<file path="config.mk">
export PLATFORM = sky130hd
export DESIGN_NAME = cbo_ctrl
export DESIGN_NICKNAME = d
export VERILOG_FILES = /design/src/hdl/cbo_pkg.sv /design/src/hdl/cbo_ctrl.sv
export SDC_FILE = /design/constraint.sdc
export NUM_CORES = 1
export LEC_CHECK = 0
export ABC_AREA = 1
export BUFFER_PORTS_ARGS = -buffer_cell sky130_fd_sc_hd__buf_2
export CAP_MARGIN = 15
export CORE_MARGIN = 5
export CORE_UTILIZATION = 45
export DETAILED_ROUTE_END_ITERATION = 16
export GPL_ROUTABILITY_DRIVEN = 0
export PLACE_DENSITY = 0.7
export SETUP_SLACK_MARGIN = 0.1
export SYNTH_ARGS = -nofsm -noshare
export SYNTH_HDL_FRONTEND = slang
export SYNTH_SLANG_ARGS = --single-unit
</file>
<file path="constraint.sdc">
create_clock -name clk -period 4.19 [get_ports clk]
set_input_delay 0.2095 -clock clk [delete_from_list [all_inputs] [get_ports clk]]
set_output_delay 0.2095 -clock clk [all_outputs]
set_load 0.01 [all_outputs]
</file>
<file path="src/hdl/cbo_pkg.sv">
// Purpose: Shared constants and types of the clock buffer output control block
// Assumes: 125 MHz system clock, eight output pairs, byte wide register port
// Notes: Long counts are overridable as parameters of the top module
// How it works
// - Pair runs only when its software bit is 1 and its pin is low
// - Enable pins are active low and may change at any instant
// - Software enable bits are active high and reset to enabled
// - A disabled pair drives both lines low
// - Power pin low parks every pair and feedback low, PLL off
// - Pin falling restarts the pair cleanly within 4 to 12 periods
// - Pin rising gives at least four more clocks, stop within 12
// - Outputs run 1:1 with input; strap 0 means 133.33, 1 means 100.00 MHz
// - Switching between 100 and 133 MHz happens without glitches
// - Power-good rising edge latches frequency and address straps
// - After first power-good the pin acts as active low power-down
// - Two low samples on rising edges stop outputs at next fall, VCO last
// - Locked stable clocks within 1.8 ms of power-good
// - Parked outputs run again within 300 us of power-down release
// - Bandwidth strap low, middle, high gives low bandwidth, bypass, high
// - Control byte 0 bits 7:6 read strap as 00, 01 or 11
// - Bits 2:1 override PLL mode only with bit 3 set, after warm reset
// - Bits 7:6 keep the latched strap whatever software writes
// - SMBus slave answers at seven-bit address 1101100
// - SMBus runs at 100 kbps, 400 kbps optional
// - SMBus lines never held low over 10 ms, no clock stretching
// - In power-down SMBus pins float and registers keep their values
package cbo_pkg;
	localparam int CBO_NOUT = 8;
	localparam int CBO_CLK_NS = 8;
	localparam int CBO_LOCK_NS = 1800000;
	localparam int CBO_LOCK_CYC = CBO_LOCK_NS / CBO_CLK_NS;
	localparam int CBO_WAKE_NS = 300000;
	localparam int CBO_WAKE_CYC = CBO_WAKE_NS / CBO_CLK_NS;
	localparam int CBO_STRETCH_NS = 10000000;
	localparam int CBO_STRETCH_CYC = CBO_STRETCH_NS / CBO_CLK_NS;
	localparam int CBO_TMR_W = 21;
	localparam logic [3:0] CBO_OE_EDGES = 4'h4;
	localparam logic [3:0] CBO_OE_MAX_EDGES = 4'hc;
	localparam logic [1:0] CBO_PD_EDGES = 2'h2;
	localparam logic [7:0] CBO_REG_CTRL0 = 8'h00;
	localparam logic [7:0] CBO_REG_OE = 8'h01;
	localparam logic [7:0] CBO_OE_RESET = 8'hff;
	localparam logic [2:0] CBO_SWPLL_RESET = 3'h3;
	localparam int CBO_SWPLL_LSB = 1;
	localparam int CBO_SWPLL_OVR = 2;
	localparam logic [6:0] CBO_SMB_ADDR = 7'h6c;
	localparam logic [1:0] CBO_PLL_LOW_BANDWIDTH = 2'h0;
	localparam logic [1:0] CBO_PLL_BYPASS = 2'h1;
	localparam logic [1:0] CBO_PLL_HIGH_BANDWIDTH = 2'h3;

	typedef enum logic [2:0] {
		CBO_PW_OFF = 3'h0,
		CBO_PW_LOCK = 3'h1,
		CBO_PW_RUN = 3'h2,
		CBO_PW_STOP = 3'h3,
		CBO_PW_DOWN = 3'h4,
		CBO_PW_WAKE = 3'h5
	} cbo_pwr_t;

	typedef enum logic [2:0] {
		CBO_SM_IDLE = 3'h0,
		CBO_SM_RX = 3'h1,
		CBO_SM_ACK = 3'h2,
		CBO_SM_TX = 3'h3,
		CBO_SM_MACK = 3'h4
	} cbo_smb_t;

	typedef struct packed {
		logic [7:0] addr;
		logic [7:0] wdata;
		logic wr;
		logic rd;
	} cbo_bus_req_t;

	typedef struct packed {
		logic [CBO_NOUT-1:0] oe_s1;
		logic [CBO_NOUT-1:0] oe_s2;
		logic pg_s1;
		logic pg_s2;
		logic scl_s1;
		logic scl_s2;
		logic scl_q;
		logic sda_s1;
		logic sda_s2;
		logic sda_q;
		logic ref_q;
		cbo_pwr_t pwr;
		logic [CBO_TMR_W-1:0] tmr;
		logic [1:0] pdcnt;
		logic gate;
		logic fb_en;
		logic pll_on;
		logic freq_sel;
		logic sa;
		logic [1:0] bw_code;
		logic [1:0] pll_mode;
		logic [2:0] swpll;
		logic [7:0] oe_reg;
		logic [CBO_NOUT-1:0] run;
		logic [CBO_NOUT-1:0][3:0] ecnt;
		logic [CBO_NOUT-1:0] clk_p;
		logic [CBO_NOUT-1:0] clk_n;
		logic fb_p;
		logic fb_n;
		logic [7:0] rdata;
		cbo_smb_t sst;
		logic [2:0] bitc;
		logic [7:0] sh;
		logic [7:0] cmd;
		logic [1:0] bidx;
		logic rw;
		logic bdone;
		logic sda_oe;
		logic sda_o;
		logic [CBO_TMR_W-1:0] stmr;
	} cbo_state_t;
endpackage

</file>
<file path="src/hdl/cbo_ctrl.sv">
// Purpose: Output gating, power sequencing, strap latching and SMBus slave
// Assumes: ref_clk_in and strap levels are synchronous to clk; pins are not
// Notes: Output pairs are sampled copies of the input clock, gated while low
`timescale 1ns/1ps
`default_nettype none
module cbo_ctrl
	import cbo_pkg::*;
#(
	parameter int N_OUT = CBO_NOUT,
	parameter int LOCK_CYC = CBO_LOCK_CYC,
	parameter int WAKE_CYC = CBO_WAKE_CYC,
	parameter int STRETCH_CYC = CBO_STRETCH_CYC
) (
	input wire logic clk,
	input wire logic rstn,
	input wire logic ref_clk_in,
	input wire logic [CBO_NOUT-1:0] oe_n_pins,
	input wire logic power_good_input,
	input wire logic freq_select_strap,
	input wire logic address_select_strap,
	input wire logic bw_strap_lo,
	input wire logic bw_strap_hi,
	input wire cbo_bus_req_t bus_req,
	output logic [7:0] bus_rdata,
	input wire logic smb_scl_i,
	input wire logic smb_sda_i,
	output logic smb_sda_o,
	output logic smb_sda_oe,
	output logic [CBO_NOUT-1:0] clock_output_pair_p,
	output logic [CBO_NOUT-1:0] clock_output_pair_n,
	output logic feedback_output_pair_p,
	output logic feedback_output_pair_n,
	output logic pll_on,
	output logic [1:0] pll_mode,
	output logic freq_sel,
	output logic addr_sel
);
	localparam logic [CBO_TMR_W-1:0] LOCK_LIM = CBO_TMR_W'(LOCK_CYC - 1);
	localparam logic [CBO_TMR_W-1:0] WAKE_LIM = CBO_TMR_W'(WAKE_CYC - 1);
	localparam logic [CBO_TMR_W-1:0] STRETCH_LIM = CBO_TMR_W'(STRETCH_CYC - 1);

	initial begin
		if (N_OUT != CBO_NOUT)
			$error("N_OUT must equal the packaged output count");
		if (LOCK_CYC < 2 || LOCK_CYC >= (1 << CBO_TMR_W))
			$error("LOCK_CYC out of timer range");
		if (WAKE_CYC < 2 || WAKE_CYC >= (1 << CBO_TMR_W))
			$error("WAKE_CYC out of timer range");
		if (STRETCH_CYC < 2 || STRETCH_CYC >= (1 << CBO_TMR_W))
			$error("STRETCH_CYC out of timer range");
	end

	cbo_state_t s;
	cbo_state_t n;
	logic [CBO_NOUT-1:0] req_v;
	logic [1:0] bw_dec;
	logic [7:0] smb_rv;
	logic ref_rise;
	logic srise;
	logic sfall;
	logic sstart;
	logic sstop;
	logic smb_we;

	function automatic logic [7:0] cbo_rd(input logic [7:0] a, input cbo_state_t st);
		if (a == CBO_REG_CTRL0)
			return {st.bw_code, 2'h0, st.swpll, st.freq_sel};
		else if (a == CBO_REG_OE)
			return st.oe_reg;
		else
			return 8'h00;
	endfunction

	// Pin and software enables combine; pin is low active
	assign req_v = s.oe_reg & ~s.oe_s2;
	// Neither comparator tripped means the middle level
	assign bw_dec = bw_strap_lo ? CBO_PLL_LOW_BANDWIDTH :
		(bw_strap_hi ? CBO_PLL_HIGH_BANDWIDTH : CBO_PLL_BYPASS);
	assign smb_rv = cbo_rd(s.cmd, s);
	assign ref_rise = ref_clk_in & ~s.ref_q;
	assign srise = s.scl_s2 & ~s.scl_q;
	assign sfall = ~s.scl_s2 & s.scl_q;
	assign sstart = s.scl_s2 & s.scl_q & s.sda_q & ~s.sda_s2;
	assign sstop = s.scl_s2 & s.scl_q & ~s.sda_q & s.sda_s2;

	always_comb begin
		n = s;
		smb_we = 1'b0;
		// Asynchronous pins pass two flops before use
		n.oe_s1 = oe_n_pins;
		n.oe_s2 = s.oe_s1;
		n.pg_s1 = power_good_input;
		n.pg_s2 = s.pg_s1;
		// Oversampled by clk, so standard and fast mode rates both fit
		n.scl_s1 = smb_scl_i;
		n.scl_s2 = s.scl_s1;
		n.scl_q = s.scl_s2;
		n.sda_s1 = smb_sda_i;
		n.sda_s2 = s.sda_s1;
		n.sda_q = s.sda_s2;
		n.ref_q = ref_clk_in;

		case (s.pwr)
			CBO_PW_OFF: begin
				if (s.pg_s2) begin
					n.freq_sel = freq_select_strap;
					n.sa = address_select_strap;
					n.bw_code = bw_dec;
					n.pll_mode = s.swpll[CBO_SWPLL_OVR] ? s.swpll[1:0] : bw_dec;
					n.pll_on = 1'b1;
					n.fb_en = 1'b1;
					n.tmr = '0;
					n.pwr = CBO_PW_LOCK;
				end
			end
			CBO_PW_LOCK, CBO_PW_WAKE: begin
				if (!s.pg_s2) begin
					n.pdcnt = 2'h0;
					n.pwr = CBO_PW_STOP;
				end else if (s.tmr != ((s.pwr == CBO_PW_LOCK) ? LOCK_LIM : WAKE_LIM)) begin
					n.tmr = s.tmr + CBO_TMR_W'(1);
				end else if (!ref_clk_in) begin
					// Open the gate only while the clock is low
					n.gate = 1'b1;
					n.pwr = CBO_PW_RUN;
				end
			end
			CBO_PW_RUN: begin
				if (!s.pg_s2) begin
					n.pdcnt = 2'h0;
					n.pwr = CBO_PW_STOP;
				end
			end
			CBO_PW_STOP: begin
				if (s.pg_s2) begin
					if (s.gate) begin
						n.pwr = CBO_PW_RUN;
					end else begin
						n.tmr = '0;
						n.pwr = CBO_PW_WAKE;
					end
				end else if (s.pdcnt == CBO_PD_EDGES && !ref_clk_in) begin
					// Clocks stop here; the VCO follows one cycle later
					n.gate = 1'b0;
					n.fb_en = 1'b0;
					n.pwr = CBO_PW_DOWN;
				end else if (ref_rise && s.pdcnt != CBO_PD_EDGES) begin
					n.pdcnt = s.pdcnt + 2'h1;
				end
			end
			CBO_PW_DOWN: begin
				n.pll_on = 1'b0;
				if (s.pg_s2) begin
					// A power cycle is the warm reset that applies the override
					n.pll_mode = s.swpll[CBO_SWPLL_OVR] ? s.swpll[1:0] : s.bw_code;
					n.pll_on = 1'b1;
					n.fb_en = 1'b1;
					n.tmr = '0;
					n.pwr = CBO_PW_WAKE;
				end
			end
			default: begin
				n.pwr = CBO_PW_OFF;
			end
		endcase

		// Each pair changes state only while the clock is low, so no runt pulse
		for (int i = 0; i < CBO_NOUT; i++) begin
			if (req_v[i] == s.run[i]) begin
				n.ecnt[i] = 4'h0;
			end else begin
				if (ref_rise && s.ecnt[i] != 4'hf)
					n.ecnt[i] = s.ecnt[i] + 4'h1;
				if (s.ecnt[i] >= CBO_OE_EDGES && !ref_clk_in) begin
					n.run[i] = req_v[i];
					n.ecnt[i] = 4'h0;
				end
			end
		end

		// SMBus slave; it never touches SCL, so it cannot stretch the clock
		if (s.pwr == CBO_PW_DOWN) begin
			n.sst = CBO_SM_IDLE;
			n.sda_oe = 1'b0;
		end else if (sstart) begin
			n.sst = CBO_SM_RX;
			n.bitc = 3'h0;
			n.bidx = 2'h0;
			n.bdone = 1'b0;
			n.sda_oe = 1'b0;
		end else if (sstop) begin
			n.sst = CBO_SM_IDLE;
			n.sda_oe = 1'b0;
		end else begin
			case (s.sst)
				CBO_SM_RX: begin
					if (srise) begin
						n.sh = {s.sh[6:0], s.sda_s2};
						n.bitc = s.bitc + 3'h1;
						if (s.bitc == 3'h7)
							n.bdone = 1'b1;
					end else if (sfall && s.bdone) begin
						n.bdone = 1'b0;
						n.bitc = 3'h0;
						if (s.bidx != 2'h3)
							n.bidx = s.bidx + 2'h1;
						if (s.bidx == 2'h0) begin
							if (s.sh[7:1] == CBO_SMB_ADDR) begin
								n.rw = s.sh[0];
								n.sda_oe = 1'b1;
								n.sst = CBO_SM_ACK;
							end else begin
								n.sst = CBO_SM_IDLE;
							end
						end else if (s.bidx == 2'h1) begin
							n.cmd = s.sh;
							n.sda_oe = 1'b1;
							n.sst = CBO_SM_ACK;
						end else begin
							smb_we = 1'b1;
							n.sda_oe = 1'b1;
							n.sst = CBO_SM_ACK;
						end
					end
				end
				CBO_SM_ACK: begin
					if (sfall) begin
						n.bitc = 3'h0;
						if (s.rw) begin
							n.sh = smb_rv;
							n.sda_oe = ~smb_rv[7];
							n.sst = CBO_SM_TX;
						end else begin
							n.sda_oe = 1'b0;
							n.sst = CBO_SM_RX;
						end
					end
				end
				CBO_SM_TX: begin
					if (sfall) begin
						if (s.bitc == 3'h7) begin
							n.sda_oe = 1'b0;
							n.sst = CBO_SM_MACK;
						end else begin
							n.sh = {s.sh[6:0], 1'b0};
							n.sda_oe = ~s.sh[6];
							n.bitc = s.bitc + 3'h1;
						end
					end
				end
				CBO_SM_MACK: begin
					if (srise && s.sda_s2) begin
						n.sst = CBO_SM_IDLE;
					end else if (sfall) begin
						n.sh = smb_rv;
						n.sda_oe = ~smb_rv[7];
						n.bitc = 3'h0;
						n.sst = CBO_SM_TX;
					end
				end
				default: begin
					n.sda_oe = 1'b0;
				end
			endcase
		end

		// Watchdog on our own pull-down of SDA
		if (s.sda_oe)
			n.stmr = s.stmr + CBO_TMR_W'(1);
		else
			n.stmr = '0;
		if (s.sda_oe && s.stmr == STRETCH_LIM) begin
			n.sda_oe = 1'b0;
			n.sst = CBO_SM_IDLE;
			n.stmr = '0;
		end

		// Register port wins over a same-cycle SMBus write
		if (bus_req.wr) begin
			if (bus_req.addr == CBO_REG_CTRL0)
				n.swpll = bus_req.wdata[CBO_SWPLL_LSB+2:CBO_SWPLL_LSB];
			else if (bus_req.addr == CBO_REG_OE)
				n.oe_reg = bus_req.wdata;
		end else if (smb_we) begin
			if (s.cmd == CBO_REG_CTRL0)
				n.swpll = s.sh[CBO_SWPLL_LSB+2:CBO_SWPLL_LSB];
			else if (s.cmd == CBO_REG_OE)
				n.oe_reg = s.sh;
		end
		n.rdata = bus_req.rd ? cbo_rd(bus_req.addr, s) : 8'h00;

		n.clk_p = {CBO_NOUT{n.ref_q & n.gate}} & n.run;
		n.clk_n = {CBO_NOUT{~n.ref_q & n.gate}} & n.run;
		n.fb_p = n.ref_q & n.fb_en;
		n.fb_n = ~n.ref_q & n.fb_en;
		n.sda_o = 1'b0;
	end

	always_ff @(posedge clk or negedge rstn) begin
		if (!rstn) begin
			s <= '0;
			s.oe_reg <= CBO_OE_RESET;
			s.swpll <= CBO_SWPLL_RESET;
			s.pwr <= CBO_PW_OFF;
			s.sst <= CBO_SM_IDLE;
			// Idle bus level, so no false SCL or SDA edge after reset
			s.scl_s1 <= 1'b1;
			s.scl_s2 <= 1'b1;
			s.scl_q <= 1'b1;
			s.sda_s1 <= 1'b1;
			s.sda_s2 <= 1'b1;
			s.sda_q <= 1'b1;
		end else begin
			s <= n;
		end
	end

	assign bus_rdata = s.rdata;
	assign smb_sda_o = s.sda_o;
	assign smb_sda_oe = s.sda_oe;
	assign clock_output_pair_p = s.clk_p;
	assign clock_output_pair_n = s.clk_n;
	assign feedback_output_pair_p = s.fb_p;
	assign feedback_output_pair_n = s.fb_n;
	assign pll_on = s.pll_on;
	assign pll_mode = s.pll_mode;
	assign freq_sel = s.freq_sel;
	assign addr_sel = s.sa;

	a_enable_pair: assert property (@(posedge clk) disable iff (!rstn)
		$rose(s.run[0]) |-> $past(s.oe_reg[0]) && !$past(s.oe_s2[0]))
		else $error("pair 0 started without both enables");
	a_oe_reset: assert property (@(posedge clk)
		$rose(rstn) |-> s.oe_reg == CBO_OE_RESET)
		else $error("enable bits not set after reset");
	a_disabled_low: assert property (@(posedge clk) disable iff (!rstn)
		((s.clk_p | s.clk_n) & ~s.run) == '0)
		else $error("disabled pair not low/low");
	a_down_all_low: assert property (@(posedge clk) disable iff (!rstn)
		(s.pwr == CBO_PW_DOWN) |-> (s.clk_p | s.clk_n) == '0 && !s.fb_p && !s.fb_n)
		else $error("outputs running in power-down");
	a_stop_min4: assert property (@(posedge clk) disable iff (!rstn)
		$fell(s.run[0]) |-> $past(s.ecnt[0]) >= CBO_OE_EDGES)
		else $error("pair 0 stopped before four clocks");
	a_vco_last: assert property (@(posedge clk) disable iff (!rstn)
		$fell(s.pll_on) |-> !$past(s.gate) && !$past(s.fb_en))
		else $error("VCO off while clocks still enabled");
	a_lock_bound: assert property (@(posedge clk) disable iff (!rstn)
		(s.pwr == CBO_PW_LOCK) |-> s.tmr <= LOCK_LIM)
		else $error("lock wait overran");
	a_strap_hold: assert property (@(posedge clk) disable iff (!rstn)
		(s.pwr != CBO_PW_OFF) |=> $stable(s.bw_code))
		else $error("latched strap changed");
	a_rd_strap: assert property (@(posedge clk) disable iff (!rstn)
		(bus_req.rd && bus_req.addr == CBO_REG_CTRL0) |=> bus_rdata[7:6] == $past(s.bw_code))
		else $error("readback bits differ from strap");
	a_sda_bound: assert property (@(posedge clk) disable iff (!rstn)
		s.sda_oe |-> s.stmr <= STRETCH_LIM)
		else $error("SDA held beyond limit");
	a_down_float: assert property (@(posedge clk) disable iff (!rstn)
		(s.pwr == CBO_PW_DOWN) |=> !s.sda_oe)
		else $error("SDA driven in power-down");
	a_foreign_nack: assert property (@(posedge clk) disable iff (!rstn)
		(s.sst == CBO_SM_RX && sfall && s.bdone && s.bidx == 2'h0 &&
		s.sh[7:1] != CBO_SMB_ADDR) |=> !s.sda_oe)
		else $error("foreign address acknowledged");
	a_oe_latency: assert property (@(posedge clk) disable iff (!rstn)
		(req_v[0] != s.run[0]) |-> s.ecnt[0] < CBO_OE_MAX_EDGES)
		else $error("pair 0 switch later than twelve periods");
	a_pd_two_edges: assert property (@(posedge clk) disable iff (!rstn)
		$fell(s.gate) |-> $past(s.pdcnt) == CBO_PD_EDGES)
		else $error("outputs stopped before two low samples");
	a_wake_mode: assert property (@(posedge clk) disable iff (!rstn)
		(s.pwr == CBO_PW_DOWN && s.pg_s2 && s.swpll[CBO_SWPLL_OVR]) |=>
		s.pll_mode == $past(s.swpll[1:0]))
		else $error("override mode not applied on wake");
endmodule
`default_nettype wire

</file>
==> impl_metrics.yaml, run 1 <==
run_status:
  status: "completed"
yosys:
  ys_ff_latch: 185
  syn-num-nets: 1283
  seq_area_frac_synth_pct: 48.35
  ys_types: 43
  ys_warn_count: 0
  synth_edf_count: 0
  ys.flop_type: "dfrtp_1"
  async_flop_share_pct: 100.0
  synthCells: 1231
  synth.avg_cell_area_sq_um: 7.812
  syn_area_sq_um: 9617
routing:
  dr.pass1.iters: 8
  viasPerCell: 5.122
  drc: 0
  drtAntennaViolNets: 0
  routed_wl_um: 21750
  routedWlPerCell_um: 13.76
  drt-initial-drc-count: 434
  vias: 8093
timing:
  tns_ns: 0
  worstMarginPinSlew_ns: 1.000
  timing.final.crit_share_pct: 54.33
  fin_skew_ns: 0.01242
  rsz0062_at_grt: "false"
  fin_crit_ns: 2.276
  layout_setup_ws_ns: 1.914
  hold_viol: 0
  whs_ns: 0.04480
  slew_headroom_pct: 33.31
  finalSetupViolCount: 0
  drv_slew: 0
  fmax_ghz: 0.4393
power:
  p_leak_nw: 5.136
  clkPwrFrac_pct: 33.0
  cellPowerDensity_nw_per_um2: 449.3
  ir_drop_uv: 306.4
  p_sw_share_pct: 34.40
  power_frac_seq_pct: 43.9
  internal_power_w: 0.003171
  switchingPower_w: 0.001663
  power_frac_comb_pct: 23.1
worst_setup_path:
  cp_cell_sequence: "inv_1 -> nand2_1 -> inv_1 -> nand3_1 -> nand2_2 -> o21ai_0"
  r2r-start: "s[159]"
  required_ns: 4.48
  crit_buf_inv: 2
  worst_setup_path_end_kind: "register"
  cp_max_fo: 40
  path_class: "register to register"
  crit_arrival_ns: 2.56
  critical-path-top-delay-family: "simple AND/OR/NAND/NOR gates"
  critPathLaunch: "s[159]"
  start_kind: "register"
  slowest_delay_ns: 0.50
  cpMaxStageDelayCell: "nand2_2"
  crit_top_cell: "inv_1"
final_layout:
  diodes: 0
  layout.nets: 1344
  final_cell_mix: "nand2_1 (290), inv_1 (172), dfrtp_1 (169), nor2_1 (137), o21ai_0 (102)"
  area_growth_pct: 11.87
  layout_commonest_cell: "nand2_1"
  drive_gt1_share_pct: 11.11
die:
  ios: 69
  design.core.area_sq_um: 21020
  dieArea_sq_um: 24390
  die_h_um: 156.2
  initial_utilization_pct: 45.75
  std_cell_rows: 53
  die_x_um: 156.2
clock_tree:
  cts_resized: 0
  htree_levels: 4
  root_buffer: "clkbuf_16"
  postCtsSetupBuffers: 0
  cts_tree: "done"
  clock_latency_ns: 0.44
  cts_max_path_buffers: 2
  hold_buffers: 15
  clk_pin_slew_ns: 0.08
  clock_sinks: 185
  cts_buffers: 17
hold_path:
  hp-start: "ref_clk_in"
  hold_class: "primary input to register"
flow_run:
  cap_viol_max_count: 0
place:
  io_buffers: 67
  dp_slack_ns: 1.920
  dp_hpwl_um: 15980
global_route:
  grt_pass1_vias: 7582
  overflow: 0
  grt.total_usage_pct: 18.04
  grt_max_degree: 124
  grt_pass1_wl_um: 35840
  antenna_found_initial: 0
==> worst paths after layout <==
| check | end | slack (ns) | cells past startpoint |
|---|---|---|---|
| min in group asynchronous | s[145] | 0.47 | 2 |
| max | s[143] | 1.91 | 6 |
| max in group asynchronous | s[115] | 2.62 | 3 |
| max reg2reg | s[143] | 1.91 | 6 |
| min reg2reg | s[177] | 0.35 | 0 |
| min | s[161] | 0.04 | 1 |
==> sequential cells by signal, summed over array words and instances (netlist names) <==
signal and count:
bus_rdata 8, freq_sel 1, feedback_output_pair_n 1, n 13
pll_mode 2, smb_sda_oe 1, s 140, pll_on 1
clock_output_pair_n 8, addr_sel 1, clock_output_pair_p 8, feedback_output_pair_p 1
==> final cells by class <==
class | count | area [sq um]
Multi-Input combinational cell | 831 | 4020
Tap cell | 275 | 344.1
Sequential cell | 185 | 4649
Clock buffer | 17 | 425.4
Clock inverter | 15 | 160.2
Fill cell | 2007 | 10260
Timing Repair Buffer | 84 | 509.2
Inverter | 173 | 649.4
==> layer usage <==
layer	track usage [%]	up-vias	routed length [um]
li1	-	4076	-
met4	5.579	0	367
met2	30.20	205	10380
met1	23.77	3782	9791
met3	3.578	30	1212
met5	0	-	0
==> cell usage after synthesis, drive strengths merged, types with 3 or more instances <==
cell	instances	share of area [%]
dfstp	16	4.4
o221ai	5	0.46
a21oi	52	2.7
xnor2	3	0.27
o21ai	115	6.0
nand2	295	12
inv	173	6.8
o31ai	8	0.77
ha	16	2.1
dfrtp	169	44
or2	9	0.59
nor3	31	1.6
nand3	87	4.6
nor2	145	6.1
nand4	25	1.6
buf	36	2.8
nor4	4	0.26
clkbuf	6	0.25
xor2	15	1.4
nand3b	4	0.31
==> kinds of logic after synthesis <==
kind of cell               count (synthesis)  share of synthesized area, %
AOI/OAI and AO/OA                        189                         10.56
xor gates and xnor gates                  18                         1.639
other                                      1                       0.03899
DFF                                      185                         48.35
muxes                                      3                        0.3383
adders and majority gates                 16                         2.082
and+or+nand+nor                          604                         27.14
buffers and inverters                    215                         9.849
==> metrics by stage <==
stage	power, W	area, sq um	instances	util [%]
global route	0.005129	10760	1580	51.18
detailed placement	0.003256	10020	1533	47.68
global placement	0.003217	10020	1533	47.68
CTS	0.004875	10760	1580	51.18
finish	0.004834	10760	1580	51.18
floorplan	0.002965	9617	1231	-
==> power by group through the flow <==
stage	sequential, W	combinational (W)	clock, W
global route	0.00214	0.00128	0.00170
floorplan	0.00212	0.000849	0
global placement	0.00215	0.00107	0
CTS	0.00212	0.00112	0.00163
finish	0.00212	0.00112	0.00159
detailed placement	0.00215	0.00110	0
Note: power is estimated with default switching activity, not from simulation.
==> run 2, diff against run 1 <==
--- a/config.mk
+++ b/config.mk
@@ -12,7 +12,7 @@
 export CORE_UTILIZATION = 45
 export DETAILED_ROUTE_END_ITERATION = 16
 export GPL_ROUTABILITY_DRIVEN = 0
-export PLACE_DENSITY = 0.7
+export PLACE_DENSITY = 0.73
 export SETUP_SLACK_MARGIN = 0.1
 export SYNTH_ARGS = -nofsm -noshare
 export SYNTH_HDL_FRONTEND = slang
==> constraint.sdc (replaced) <==
create_clock -name clk -period 2.03 [get_ports clk]
set_input_delay 0.1015 -clock clk [delete_from_list [all_inputs] [get_ports clk]]
set_output_delay 0.1015 -clock clk [all_outputs]
set_load 0.01 [all_outputs]
==> impl_metrics.yaml, run 2 (synthesis results as in run 1) <==
run_status:
  status: "completed"
final_layout:
  instances_no_fill: 1608
  layout.nets: 1372
  layout_commonest_cell: "nand2_1"
  final_cell_mix: "nand2_1 (286), inv_1 (171), dfrtp_1 (167), nor2_1 (133), o21ai_0 (101)"
  drive_gt1_share_pct: 14.10
  post-route-util_pct: 52.79
  fill_cells: 1896
  diodes: 0
  largest_register: "s"
  largest_register_ffs: 140
  area_growth_pct: 15.40
hold_path:
  hp-start: "ref_clk_in"
  min_path_cells: 2
  hold_class: "primary input to register"
  min_to: "s[161]"
clock_tree:
  cts_max_path_buffers: 2
  clk_pin_slew_ns: 0.07
  clock_sinks: 185
  cts_buffers: 17
  cts_tree: "done"
  htree_levels: 4
  clock_latency_ns: 0.43
  root_buffer: "clkbuf_16"
die:
  die_h_um: 156.2
  design.core.area_sq_um: 21020
  die_x_um: 156.2
  std_cell_rows: 53
  initial_utilization_pct: 45.75
  ios: 69
  dieArea_sq_um: 24390
timing:
  fin_skew_ns: 0.007262
  tns_ns: 0
  finalSetupViolCount: 0
  hold_viol: 0
  drv_slew: 0
  rsz0062_at_grt: "true"
  fmax_ghz: 0.5448
  slew_headroom_pct: 58.91
  fin_crit_ns: 1.836
  worstMarginPinSlew_ns: 0.6163
  timing.final.crit_share_pct: 90.43
worst_setup_path:
  regToRegEndpoint: "s[137]"
  path_class: "register to register"
  r2r-start: "s[160]"
  start_kind: "register"
  slowest_delay_ns: 0.44
  worst_setup_path_end_kind: "register"
  cp_max_fo: 20
  r2r_cells: 8
  critical-path-top-delay-family: "simple AND/OR/NAND/NOR gates"
  cpMaxStageDelayCell: "dfrtp_1"
  crit_buf_inv: 2
  rrSetupSlack_ns: 0.19
  cp_cell_sequence: "inv_1 -> nand2_1 -> nor2_4 -> nand2_1 -> a21oi_1 -> nand2_2 -> clkbuf_16 -> o21a_1"
  required_ns: 2.35
  crit_arrival_ns: 2.16
  crit_top_cell: "nand2_1"
routing:
  routed_wl_um: 22390
  routedWlPerCell_um: 13.93
  vias: 8243
  drtAntennaViolNets: 0
  viasPerCell: 5.126
  drt-initial-drc-count: 729
  dr.pass1.iters: 5
  drc: 0
place:
  place_inst: 1555
  io_buffers: 67
  dp_hpwl_um: 16470
power:
  cellPowerDensity_nw_per_um2: 928.0
  p_leak_nw: 5.298
  ir_drop_uv: 539.0
global_route:
  grt_pass1_wl_um: 37080
  grt_max_degree: 73
  grt.total_usage_pct: 18.65
  grt_pass1_vias: 7823
  antenna_found_initial: 0
  overflow: 0
flow_run:
  cap_viol_max_count: 0
run 2: cell types whose count changed in the layout (fill, tap and decap cells not counted), sizes merged:
cell         previous run  this run
buf                    68        93
bufinv                  1         2
clkbuf                 18        22
clkinv                  7         5
dlygate4sd3            15        16
inv                   179       177
nor2                  145       146
run 2: cell type report:
cell class / instances / area [sq um] / share of cell area (%)
flip-flops and latches: 185 / 4652 / 41.92
multi-input cells: 832 / 4071 / 36.69
clock buffers: 20 / 456.7 / 4.115
clock inverters: 12 / 138.9 / 1.251
repair buffers: 111 / 785.8 / 7.080
well taps: 275 / 344.1 / 3.100
inverters: 173 / 649.4 / 5.851
run 2: report_power, final:
| part | internal [W] | switching, W | total, W |
|---|---|---|---|
| clock | 0.00190 | 0.00144 | 0.00334 |
| combinational | 0.000902 | 0.00166 | 0.00257 |
| sequential | 0.00407 | 0.000318 | 0.00439 |
run 2: metrics by stage:
step | power (W) | hold WS (ns) | worst slack (ns) | instance area (sq um)
2_1_floorplan | 0.006120 | -0.1941 | 0.3549 | 9617
3_3_place_gp | 0.006772 | 0.1771 | 0.1949 | 10240
3_5_place_dp | 0.006845 | 0.1793 | 0.1956 | 10240
4_1_cts | 0.01025 | 0.02298 | 0.1267 | 10990
5_1_grt | 0.01092 | 0.03436 | 0.03758 | 11100
6_report | 0.01030 | 0.03722 | 0.1943 | 11100
run 2: timing repair:
action | in CTS | in global routing
setup endpoints to repair | 0 | 61
resized for setup | 0 | 19
hold buffers | 16 | 0
setup buffers | 0 | 3
hold endpoints to repair | 74 | 0
run 2: metal layers:
layer | up-vias | GRT usage (%) | share of wire (%)
li1 | 4125 | - | -
met3 | 42 | 4.438 | 7.0
met4 | 0 | 6.033 | 2.1
met1 | 3818 | 25.73 | 46
met5 | - | 0 | 0
met2 | 258 | 29.19 | 45
run 2: how the worst max path moves through the flow:
| stage | endpoint | depth (start not counted) | slack [ns] | from |
|---|---|---|---|---|
| CTS | clock_output_pair_n[0] | 9 | 0.13 | s[137] |
| detailed placement | clock_output_pair_n[0] | 9 | 0.20 | s[137] |
| global placement | clock_output_pair_n[0] | 9 | 0.19 | s[137] |
| global route | s[47] | 11 | 0.04 | n[162] |
| floorplan | s[151] | 7 | 0.35 | s[137] |
| finish | s[137] | 8 | 0.19 | s[160] |
run 2: worst reg2reg max path: stages (launching register included):
cell	delay (ns)
dfrtp_1	0.44
inv_1	0.12
nand2_1	0.12
nor2_4	0.16
nand2_1	0.09
a21oi_1	0.25
nand2_2	0.16
clkbuf_16	0.21
o21a_1	0.17
==> run 3, diff against run 2 <==
--- a/config.mk
+++ b/config.mk
@@ -13,6 +13,7 @@
 export DETAILED_ROUTE_END_ITERATION = 16
 export GPL_ROUTABILITY_DRIVEN = 0
 export PLACE_DENSITY = 0.73
+export REMOVE_ABC_BUFFERS = 1
 export SETUP_SLACK_MARGIN = 0.1
 export SYNTH_ARGS = -nofsm -noshare
 export SYNTH_HDL_FRONTEND = slang
==> impl_metrics.yaml, run 3 (synthesis results as in run 1) <==
run_status:
  status: "completed"
final_layout:
  layout_commonest_cell: "nand2_1"
  largest_register: "s"
  drive_gt1_share_pct: 13.51
  largest_register_ffs: 140
  area_growth_pct: 15.16
  diodes: 0
  layout.nets: 1371
  final_cell_mix: "nand2_1 (288), inv_1 (171), dfrtp_1 (169), nor2_1 (134), o21ai_0 (102)"
  post-route-util_pct: 52.68
  fill_cells: 1937
timing:
  fin_skew_ns: 0.01372
  finalSetupViolCount: 0
  tns_ns: 0
  rsz0062_at_grt: "true"
  timing.final.crit_share_pct: 87.98
  slew_headroom_pct: 66.30
  fin_crit_ns: 1.786
  fmax_ghz: 0.5599
  drv_slew: 0
  hold_viol: 0
  worstMarginPinSlew_ns: 0.5002
worst_setup_path:
  critPathCapture: "clock_output_pair_n[7]"
  critPathLaunch: "s[159]"
  rrSetupSlack_ns: 0.24
  path_class: "register to register"
  worst_setup_path_end_kind: "register"
  start_kind: "register"
  required_ns: 2.33
  cp_max_fo: 8
  regToRegEndpoint: "clock_output_pair_n[7]"
  crit_arrival_ns: 2.08
  r2r_cells: 9
  r2r-start: "s[159]"
die:
  std_cell_rows: 53
  initial_utilization_pct: 45.75
  dieArea_sq_um: 24390
  design.core.area_sq_um: 21020
  die_h_um: 156.2
  die_x_um: 156.2
  ios: 69
clock_tree:
  root_buffer: "clkbuf_16"
  cts_buffers: 17
  htree_levels: 4
  cts_tree: "done"
  clk_pin_slew_ns: 0.07
  clock_sinks: 185
  clock_latency_ns: 0.43
  cts_max_path_buffers: 2
global_route:
  grt_pass1_wl_um: 36200
  overflow: 0
  antenna_found_initial: 0
  grt_pass1_vias: 7597
  grt.total_usage_pct: 18.25
  grt_max_degree: 63
hold_path:
  hold_class: "primary input to register"
  hp-start: "ref_clk_in"
power:
  switchingPower_w: 0.003373
  power_frac_comb_pct: 23.9
  cellPowerDensity_nw_per_um2: 934.6
  clkPwrFrac_pct: 33.6
  p_leak_nw: 5.303
  internal_power_w: 0.006977
  power_frac_seq_pct: 42.5
  ir_drop_uv: 504.5
  p_sw_share_pct: 32.59
routing:
  drtAntennaViolNets: 0
  routedWlPerCell_um: 13.74
  drc: 0
  dr.pass1.iters: 5
  routed_wl_um: 22080
  viasPerCell: 5.100
  drt-initial-drc-count: 675
  vias: 8196
place:
  dp_hpwl_um: 16270
  io_buffers: 67
flow_run:
  cap_viol_max_count: 0
## run 3: worst min-delay path by stage
stage / end / slack [ns] / depth (start not counted)
2_1_floorplan: addr_sel / -0.19 / 0
5_1_grt: s[161] / 0.03 / 2
3_5_place_dp: s[143] / 0.08 / 1
3_3_place_gp: s[145] / 0.08 / 1
6_report: s[161] / 0.04 / 2
4_1_cts: s[161] / 0.02 / 2
## run 3: layer usage
metal / vias to the layer above / wire length (um) / GRT usage, %
li1: 4113 / - / -
met1: 3841 / 10060 / 25.56
met2: 215 / 10330 / 28.60
met3: 27 / 1336 / 4.355
met4: 0 / 357 / 4.917
met5: - / 0 / 0
## run 3: repair_timing
action / CTS / global route
resized for setup: 0 / 15
hold buffers: 16 / 0
hold endpoints to repair: 61 / 0
endpoints found under the setup margin: 0 / 56
buffers inserted: 0 / 4
## run 3: worst max-delay path, stage by stage (launching register included)
cell and delay [ns]:
dfrtp_1 0.52, nand2_1 0.18, nor2_4 0.16, inv_1 0.08
nor3_1 0.17, inv_1 0.08, nand2_1 0.06, nand2_1 0.16
nand2_4 0.17, nor2_1 0.06
## run 3: power groups by stage
stage               Combinational [W]  Sequential [W]  Clock, W
floorplan                     0.00162         0.00438         0
global placement              0.00234         0.00444         0
detailed placement            0.00238         0.00445         0
CTS                           0.00242         0.00439   0.00356
global route                  0.00283         0.00444   0.00373
finish                        0.00247         0.00440   0.00348
## run 3: cell type report
class / count / area [sq um] / share of cell area, %
Clock buffer: 21 / 460.4 / 4.158
Clock inverter: 11 / 161.4 / 1.457
Inverter: 173 / 649.4 / 5.864
Multi-Input combinational cell: 831 / 4066 / 36.72
Sequential cell: 185 / 4649 / 41.98
Tap cell: 275 / 344.1 / 3.107
Timing Repair Buffer: 111 / 743.2 / 6.711
## run 3: metrics by stage
| stage | worst slack (ns) | cell area [sq um] | total power, W | cells | hold slack, ns |
|---|---|---|---|---|---|
| floorplan | 0.2498 | 9319 | 0.005997 | 1189 | -0.1941 |
| global placement | 0.2729 | 10210 | 0.006781 | 1555 | 0.07510 |
| detailed placement | 0.1789 | 10210 | 0.006831 | 1555 | 0.08129 |
| CTS | 0.1652 | 10990 | 0.01037 | 1603 | 0.01721 |
| global route | 0.08433 | 11070 | 0.01101 | 1607 | 0.02770 |
| finish | 0.2440 | 11070 | 0.01035 | 1607 | 0.04135 |
